==> src/design/zdo_pkg.sv <==
// Package: register map, field layout, reset values and counts for the zero-detect block
package zdo_pkg;
  // Control word layout on the 3-wire port
  localparam int          WORD_W          = 16;
  localparam int          IDX_HI          = 14;
  localparam int          IDX_LO          = 8;
  localparam logic [6:0]  IDX_FILTER_FMT  = 7'h14;
  localparam logic [6:0]  IDX_ZERO_PHASE  = 7'h16;
  // Field positions
  localparam int          ROLLOFF_BIT     = 5;
  localparam int          PHASE_BIT       = 0;
  localparam int          POLARITY_BIT    = 1;
  localparam int          COMMON_BIT      = 2;
  // Reset values
  localparam logic [7:0]  FILTER_FMT_RST  = 8'h05;
  localparam logic [7:0]  ZERO_PHASE_RST  = 8'h00;
  // Zero-detect length in word-clock periods
  localparam int          ZERO_PERIODS    = 1024;
  localparam int          CNT_W           = 11;
  localparam int          SAMPLE_W        = 24;

  // Decoded mode bits
  typedef struct packed {
    logic rolloff_select;
    logic output_phase_invert;
    logic flag_polarity_invert;
    logic common_flag_mode;
  } zdo_mode_t;

  // One received stereo sample
  typedef struct packed {
    logic [SAMPLE_W-1:0] left;
    logic [SAMPLE_W-1:0] right;
  } zdo_sample_t;
endpackage : zdo_pkg

==> src/design/zdo_zero_counter.sv <==
// Module: per-channel run-length counter of zero samples
module zdo_zero_counter
(
  input  wire logic                         sys_clk_i,
  input  wire logic                         nrst_i,
  input  wire logic                         sample_stb_i,
  input  wire logic [zdo_pkg::SAMPLE_W-1:0] sample_i,
  output logic                              zero_o
);
  logic [zdo_pkg::CNT_W-1:0] cnt_q;
  logic [zdo_pkg::CNT_W-1:0] cnt_d;
  wire                       sample_zero;
  wire                       cnt_full;

  assign sample_zero = (sample_i == '0);
  // Saturates so a long silence never wraps back to inactive
  assign cnt_full    = (cnt_q == zdo_pkg::CNT_W'(zdo_pkg::ZERO_PERIODS));

  // Nonzero sample restarts the run at once
  always_comb
  begin
    cnt_d = cnt_q;
    if (sample_stb_i && !sample_zero)
      cnt_d = '0;
    else if (sample_stb_i && !cnt_full)
      cnt_d = cnt_q + 1'b1;
  end

  always_ff @(posedge sys_clk_i or negedge nrst_i)
  begin
    if (!nrst_i)
      cnt_q <= '0;
    else
      cnt_q <= cnt_d;
  end

  // Condition holds after 1024 consecutive zero periods
  assign zero_o = cnt_full;
endmodule : zdo_zero_counter

==> src/design/zdo_zero_flags.sv <==
// Module: control word capture, mode bits and zero-flag pin generation
// Timing, counted in sys_clk_i edges
// Control word taken on the edge where its strobe is high
// Mode outputs follow straight from the register images
// Flag pins move one edge after the images; raw flags ignore them
// Zero runs are counted in sample strobes, never in clocks
// Flags rise one edge after the 1024th zero strobe
// Flags fall one edge after the first nonzero strobe
//
// Sample path
// One strobe per word_select_clock period carries both channels
// Left channel sits in the upper half of the sample word
// One nonzero channel restarts only its own run
//
// Pin behaviour
// Split mode: first pin is right channel, second pin left
// Common mode: first pin needs both channels silent
// Common mode: second pin released, its output enable low
// Polarity bit flips driven pins only, never the raw flags
//
// Reset
// Asynchronous and active low; images load their defaults, runs clear
// Flags come up inactive, second pin enabled and low
//
// Limitations
// Serial deframing of the 3-wire port lives outside
// Reserved bits kept as written and never acted on
// Format field kept for the filter path, unused here
// Released pin level is set by the board, not here
// Run length fixed; a different run needs a new count
module zdo_zero_flags
(
  input  wire logic                    sys_clk_i,
  input  wire logic                    nrst_i,
  // Control port, one completed 16-bit word per strobe
  input  wire logic                    ctrl_word_stb_i,
  input  wire logic [15:0]             ctrl_word_i,
  // Sample stream, one strobe per word_select_clock period
  input  wire logic                    word_select_clock_stb_i,
  input  wire zdo_pkg::zdo_sample_t    sample_i,
  // Mode outputs toward filter and output stage
  output logic                         rolloff_select_o,
  output logic                         output_phase_invert_o,
  // Zero-flag pins
  output logic                         flag_pin_a_o,
  output logic                         flag_pin_b_o,
  output logic                         flag_pin_b_oe_o,
  // Raw per-channel conditions for status logic
  output logic                         left_channel_flag_o,
  output logic                         right_channel_flag_o,
  output logic                         combined_channel_flag_o
);
  // Channel 0 is right, channel 1 is left, matching pin order
  localparam int     NUM_CHAN = 2;

  // Register images, written only by accepted control words
  logic [7:0]        zero_phase_q;
  logic [7:0]        zero_phase_d;
  logic [7:0]        filter_fmt_q;
  logic [7:0]        filter_fmt_d;

  // Pin stage; all three pins move on one edge
  logic              pin_a_q;
  logic              pin_a_d;
  logic              pin_b_q;
  logic              pin_b_d;
  logic              pin_b_oe_q;
  logic              pin_b_oe_d;

  // Raw conditions, delayed to line up with the pins
  logic              left_q;
  logic              right_q;
  logic              comb_q;

  // Per-channel conditions from the run counters
  wire               left_zero;
  wire               right_zero;
  wire               both_zero;
  wire  [NUM_CHAN-1:0] chan_zero;
  wire  [zdo_pkg::SAMPLE_W-1:0] chan_sample [NUM_CHAN];

  // Write decode
  wire               word_valid;
  wire  [6:0]        word_index;
  wire               hit_zero_phase;
  wire               hit_filter_fmt;

  // Decoded mode bits
  zdo_pkg::zdo_mode_t mode;

  // Index match; used for both writable registers
  // Kept as a function so another register costs one line
  function automatic logic idx_hit(input logic [6:0] got_idx, input logic [6:0] want_idx);
    idx_hit = (got_idx == want_idx);
  endfunction : idx_hit

  // A word with MSB set is malformed and dropped whole
  // Foreign indices fall through; other blocks own them
  assign word_valid     = ctrl_word_stb_i && !ctrl_word_i[zdo_pkg::WORD_W-1];
  assign word_index     = ctrl_word_i[zdo_pkg::IDX_HI:zdo_pkg::IDX_LO];
  assign hit_zero_phase = word_valid && idx_hit(word_index, zdo_pkg::IDX_ZERO_PHASE);
  assign hit_filter_fmt = word_valid && idx_hit(word_index, zdo_pkg::IDX_FILTER_FMT);

  // Reserved bits are stored as written; host keeps them zero
  // Images hold their value between writes; only reset reloads them
  assign zero_phase_d = hit_zero_phase ? ctrl_word_i[7:0] : zero_phase_q;
  assign filter_fmt_d = hit_filter_fmt ? ctrl_word_i[7:0] : filter_fmt_q;

  // Both images reset to their documented defaults
  always_ff @(posedge sys_clk_i or negedge nrst_i)
  begin
    if (!nrst_i)
    begin
      zero_phase_q <= zdo_pkg::ZERO_PHASE_RST;
      filter_fmt_q <= zdo_pkg::FILTER_FMT_RST;
    end
    else
    begin
      zero_phase_q <= zero_phase_d;
      filter_fmt_q <= filter_fmt_d;
    end
  end

  // Mode field decode; one assignment keeps a single driver
  assign mode = '{
    rolloff_select:       filter_fmt_q[zdo_pkg::ROLLOFF_BIT],
    output_phase_invert:  zero_phase_q[zdo_pkg::PHASE_BIT],
    flag_polarity_invert: zero_phase_q[zdo_pkg::POLARITY_BIT],
    common_flag_mode:     zero_phase_q[zdo_pkg::COMMON_BIT]
  };
  // Mode outputs are register bits, so they never glitch
  assign rolloff_select_o          = mode.rolloff_select;
  assign output_phase_invert_o     = mode.output_phase_invert;

  // Right is channel 0 to match the first pin in split mode
  assign chan_sample[0] = sample_i.right;
  assign chan_sample[1] = sample_i.left;

  // One counter per channel, independent of each other
  // Both see the same strobe; only the data differs
  for (genvar ch = 0; ch < NUM_CHAN; ch++)
  begin : g_chan
    zdo_zero_counter u_count
    (
      .sys_clk_i    (sys_clk_i),
      .nrst_i       (nrst_i),
      .sample_stb_i (word_select_clock_stb_i),
      .sample_i     (chan_sample[ch]),
      .zero_o       (chan_zero[ch])
    );
  end

  // Names kept for the flag selection below
  assign right_zero = chan_zero[0];
  assign left_zero  = chan_zero[1];

  // Combined flag is an AND so one live channel keeps mute off
  assign both_zero = left_zero && right_zero;

  // Pin selection and polarity; pins are registered to stay glitch free
  // Released pin is driven low too, so nothing undefined reaches the pad
  always_comb
  begin
    // Split mode: right on the first pin, left on the second
    pin_a_d    = right_zero;
    pin_b_d    = left_zero;
    pin_b_oe_d = 1'b1;
    if (mode.common_flag_mode)
    begin
      pin_a_d    = both_zero;
      pin_b_d    = 1'b0;
      pin_b_oe_d = 1'b0; // Unassigned pin floats
    end
    // Active-high by default, inverted when polarity bit set
    pin_a_d = pin_a_d ^ mode.flag_polarity_invert;
    pin_b_d = pin_b_oe_d & (pin_b_d ^ mode.flag_polarity_invert);
  end

  // Pins and raw flags share one stage so they move together
  // Second pin enable resets high: split mode is the default
  always_ff @(posedge sys_clk_i or negedge nrst_i)
  begin
    if (!nrst_i)
    begin
      // Inactive flags at default polarity
      pin_a_q    <= 1'b0;
      pin_b_q    <= 1'b0;
      pin_b_oe_q <= 1'b1;
      left_q     <= 1'b0;
      right_q    <= 1'b0;
      comb_q     <= 1'b0;
    end
    else
    begin
      // Flags follow the counters one edge late
      pin_a_q    <= pin_a_d;
      pin_b_q    <= pin_b_d;
      pin_b_oe_q <= pin_b_oe_d;
      left_q     <= left_zero;
      right_q    <= right_zero;
      comb_q     <= both_zero;
    end
  end

  // Outputs straight from flip-flops; no logic after them
  assign flag_pin_a_o            = pin_a_q;
  assign flag_pin_b_o            = pin_b_q;
  assign flag_pin_b_oe_o         = pin_b_oe_q;
  assign left_channel_flag_o     = left_q;
  assign right_channel_flag_o    = right_q;
  assign combined_channel_flag_o = comb_q;
endmodule : zdo_zero_flags

==> config.mk <==
export PLATFORM = sky130hd
export DESIGN_NAME = zdo_zero_flags
export DESIGN_NICKNAME = d
export VERILOG_FILES = /design/src/design/zdo_pkg.sv /design/src/design/zdo_zero_counter.sv /design/src/design/zdo_zero_flags.sv
export SDC_FILE = /design/constraint.sdc
export NUM_CORES = 1
export LEC_CHECK = 0
export BUFFER_PORTS_ARGS = -buffer_cell sky130_fd_sc_hd__buf_2
export CAP_MARGIN = 20
export CELL_PAD_IN_SITES_DETAIL_PLACEMENT = 0
export CELL_PAD_IN_SITES_GLOBAL_PLACEMENT = 1
export CORE_AREA = 2 2 79 81
export CTS_BUF_LIST = sky130_fd_sc_hd__clkbuf_16
export DETAILED_ROUTE_END_ITERATION = 8
export DIE_AREA = 0 0 81 83
export GPL_ROUTABILITY_DRIVEN = 0
export PLACE_DENSITY = 0.8
export SETUP_SLACK_MARGIN = 0.02
export SLEW_MARGIN = 15
export SYNTH_ARGS = -nofsm -noshare
export SYNTH_HDL_FRONTEND = slang
export SYNTH_SLANG_ARGS = --single-unit
==> constraint.sdc <==
create_clock -name sys_clk_i -period 1.5 [get_ports sys_clk_i]
set_input_delay 0.225 -clock sys_clk_i [delete_from_list [all_inputs] [get_ports sys_clk_i]]
set_output_delay 0.225 -clock sys_clk_i [all_outputs]
set_load 0.05 [all_outputs]
Yosys cells after proc, flatten, opt, wreduce, memory -nomap -nowiden. Index checks and enable logic that the tools add are counted.

Multiply operators: 0. Add/subtract/negate cells: 2. Divide/modulo/power cells: 0. Magnitude comparators: 0. Bitwise operators: 3. Reductions and logical operators: 17. Muxes and demuxes: 7. Shift-type cells: 0. Equality and inequality tests: 4.

Operators with widths (count): $logic_not 24->1 (2); $mux 11 (4); $add 11x1->11 const B (2); $eq 11x11->1 const B (2); $eq 7x5->1 const B (2); $logic_and 1x1->1 (8); $logic_not 1->1 (5); $reduce_bool 2->1 (2); $mux 1 (3); $xor 1x1->1 (2); $and 1x1->1 (1).

Latch bits: 0. ROM bits: 0. Bits in writable memories: 0. Bits in registers: 37. Word-level logic and storage cells: 43. Output and inout bits: 8. Memories: 0.

Longest topological paths before layout.
Word-level depth: 5. Mapped depth: 6. Gate-level depth less buffers: 6.

Hierarchy. From an unflattened synthesis, not the netlist that was laid out.

Cells, all modules: 185. Area, all modules: 1841.8 µm².

Modules (own cells, without submodules): zdo_zero_counter (instances 2, area an instance 728.2 µm², seq. area each 275.3 µm², cells an instance 80); zdo_zero_flags (instances 1, area an instance 385.4 µm², seq. area each 251.5 µm², cells an instance 25).

Worst setup path after synthesis. OpenSTA, ideal clock, no wires.

Kind: register to register. Start point: register g_chan[1].u_count.cnt_q[0] in the netlist's numbering. End point: register g_chan[1].u_count.cnt_q[10] in the netlist's numbering. Setup slack: 0.000 ns. Arrival time: 1.378 ns. Cell stages (with the launch flop): 7. Path buffers: 0. Data required time: 1.378 ns. Cells stage by stage: dfrtp_1 -> ha_1 -> nand2_1 -> nor3_1 -> and3_1 -> mux2i_1 -> o2bb2ai_1.

Word-level cells in the longest chain between the ends: 4. Elaborated cells on any way between the ends: 7.

RTL lines: from (decl) (RTL line zdo_zero_counter.sv:10) `logic [zdo_pkg::CNT_W-1:0] cnt_q;`; from (signal assigned) (RTL line zdo_zero_counter.sv:34) `cnt_q <= cnt_d;`; parallel branches: the longest is 4 deep, another holds $add 11x1->11.

Parallel ways; which one is timed is not known. The select of a mux whose other input is x is not followed. A chain may end at the register's enable or synchronous reset.

Final worst setup path.
Start point: register g_chan[0].u_count.cnt_q[9] in the netlist's numbering. End point: register g_chan[0].u_count.cnt_q[0] in the netlist's numbering.

Word-level cells in the longest chain between the ends: 4.

RTL lines: from (decl) (RTL line zdo_zero_counter.sv:10); from (signal assigned) (RTL line zdo_zero_counter.sv:34); $eq 11x11->1 (RTL line zdo_zero_counter.sv:17) `assign cnt_full = (cnt_q == zdo_pkg::CNT_W'(zdo_pkg::ZERO_PERIODS));`; named net g_chan[0].u_count.zero_o (RTL line zdo_zero_counter.sv:8) `output logic zero_o`; $logic_not 1->1 (RTL line zdo_zero_counter.sv:25) `else if (sample_stb_i && !cnt_full)`; $logic_and 1x1->1 (RTL line zdo_zero_counter.sv:25); $reduce_bool 2->1 (no source line).

The timed path passes the listed nets, and every way through them passes these cells.

==> results.json <==
{
  "coreArea_mm2": 0.00582,
  "final.setup_skew_ns": 0.00237,
  "drt_wl_total_mm": 4.74,
  "fin_ws_ns": 0.0286,
  "drtPass1Iterations": 4,
  "finalCritPeriodShare_pct": 98.1,
  "synth_nets": 256,
  "cts_root_buf": "clkbuf_16",
  "synth_warnings": 0,
  "postRouteAntennaNets": 0,
  "worstSkewPairLatency_ns": 0.27,
  "period_needed_ns": 1.47,
  "dp_slack_ns": -0.186,
  "synth-seq-cells": 32,
  "setup-violations-final": 0,
  "rows": 28,
  "arrival_ns": 1.63,
  "grt-ovfl-total": 0,
  "async_reset_ff_share_pct": 100,
  "fp.dieH_um": 83,
  "ir_drop_v": 0.000408,
  "io-pin-count": 76,
  "power_mw": 2.18,
  "drive_gt1_share_pct": 48.8,
  "relSlewSlack_pct": 72.4,
  "die-area_mm2": 0.00672,
  "syn_avg_cell_area_um2": 9.56,
  "hold_class": "input port to register",
  "maxSlewViolCount": 0,
  "power_leakage_nw": 1.30,
  "setup.worst_path.start_class": "register",
  "ys_seq_area_share_pct": 45.6,
  "drcViolationCount": 0,
  "finalHoldViolCount": 0,
  "grt_max_degree": 33,
  "antenna_found_initial": 0,
  "status": "finished, final reports clean",
  "tns_ns": 0,
  "nets": 374,
  "crit_type": "register to register",
  "antenna_cells": 0,
  "drtIter0Drc": 37,
  "worst_pin_slew_ns": 0.413,
  "worstPathRequired_ns": 1.66,
  "start_util_pct": 30.2,
  "cts_buffers": 5,
  "viasPerCell": 4.98,
  "end_kind": "register",
  "fmax_ghz": 0.680,
  "cts_tree": "yes",
  "cts_max_path_buffers": 2,
  "drv_cap": 0,
  "holdWs_ns": 0.158,
  "rsz0062_at_grt": "yes",
  "vias": 1881,
  "ys.flop_type": "dfrtp_1",
  "grt_pass1_wl_mm": 8.08,
  "yosys.cell_types.count": 39,
  "grt_pass1_vias": 1953,
  "grt_use_total_pct": 15.2,
  "cp_max_fo": 4,
  "syn_to_final_growth_pct": 58.1,
  "syn_area_mm2": 0.00176,
  "numClockSinks": 32,
  "most-common-layout-cells": "71 x buf_2, 39 x buf_4, 31 x dfrtp_1, 14 x o21ai_1",
  "layout_commonest_cell": "buf_2",
  "htree_levels": 2,
  "synthCells": 184,
  "post_drt_wl_per_cell_um": 12.5,
  "dp_hpwl_mm": 3.52,
  "synth_edf_count": 0,
  "clkSlewWorstSetupHoldPaths_ns": 0.05,
  "portBuffers": 71,
  "p_per_area_mw_per_mm2": 782,
  "die_x_um": 81
}
[critical path, stage by stage (launching register included)]
cell	delay, ns
dfrtp_1	0.39
nor4_2	0.31
nand4_1	0.20
inv_2	0.13
nor3_4	0.06
mux2_2	0.27
[layer usage]
metal | wire length, µm | track usage [%] | vias to the layer above | share of wire [%]
met4 | 80 | 6.16 | 0 | 1.7
li1 | - | - | 931 | -
met3 | 257 | 4.13 | 9 | 5.4
met1 | 1790 | 15.5 | 892 | 38
met5 | 0 | 0 | - | 0
met2 | 2610 | 28.4 | 49 | 55
[metrics by stage]
step / area, µm² / cells / utilization (%)
CTS: 2680 / 374 / 46.0
global placement: 2460 / 363 / 42.4
detailed placement: 2460 / 363 / 42.4
global route: 2780 / 378 / 47.8
floorplan: 1760 / 184 / -
finish: 2780 / 378 / 47.8
[final timing paths]
path / start / to / slack [ns] / depth (start not counted)
min in group asynchronous: nrst_i / g_chan[1].u_count.cnt_q[9] / 0.51 / 3
max reg2reg: g_chan[0].u_count.cnt_q[9] / g_chan[0].u_count.cnt_q[0] / 0.03 / 5
min: ctrl_word_i[2] / zero_phase_q[2] / 0.16 / 2
min reg2reg: zero_phase_q[2] / flag_pin_b_oe_o / 0.46 / 1
max: g_chan[0].u_count.cnt_q[9] / g_chan[0].u_count.cnt_q[0] / 0.03 / 5
max in group asynchronous: nrst_i / flag_pin_b_oe_o / 0.66 / 3
[where the power goes]
group          switching, mW  total [mW]  internal, mW
registers            0.00442       0.879         0.874
clock network          0.355        1.13         0.773
logic                 0.0899       0.170        0.0802
[state kept, by name, indices dropped and copies added, names as in the netlist]
name                     cells
left_channel_flag_o          1
filter_fmt_q                 1
combined_channel_flag_o      1
g_chan.u_count.cnt_q        22
zero_phase_q                 3
flag_pin_b_o                 1
flag_pin_b_oe_o              1
flag_pin_a_o                 1
right_channel_flag_o         1
[cells by family (layout without fill, tap and decap cells)]
logic type,Yosys count,in the layout,share of synthesized area [%]
xor gates and xnor gates,2,2,0.996
muxes,8,8,4.91
buffers and inverters,16,135,3.84
and+or+nand+nor,82,82,26.0
AOI/OAI and AO/OA,40,40,15.9
adders and majority gates,4,4,2.85
DFF,32,32,45.6
[cell usage after synthesis (3+ instances only)]
cell,n,area share [%]
o31ai_1,8,3.4
mux2_1,4,2.6
nand3_1,9,2.6
o2bb2ai_1,5,2.5
nand2_1,14,3.0
nor3b_1,4,1.7
and3_1,5,1.8
nor4_1,15,5.3
dfrtp_1,31,44
inv_1,11,2.3
nand4_1,7,2.5
o21ai_1,15,4.3
ha_1,4,2.8
nor3_1,8,2.3
nor2_1,11,2.3
mux2i_1,3,1.7
[timing repair]
| item | in CTS | in global routing |
|---|---|---|
| pin swaps | 0 | 12 |
| gates cloned | 0 | 0 |
| setup buffers | 2 | 4 |
| endpoints found under the hold margin | 31 | 0 |
| gates resized for setup | 4 | 18 |
| hold buffers | 1 | 0 |
| endpoints found under the setup margin | 5 | 18 |
[area by class of cell]
cell class                 count  area (µm²)
clock inverter                 3        38.8
timing repair buffer         114         692
fill                         566        3030
sequential                    32         802
inverter                      13        48.8
multi-input combinational    136         981
tap                           75        93.8
clock buffer                   5         125
Note: power is estimated with default switching activity, not from simulation.
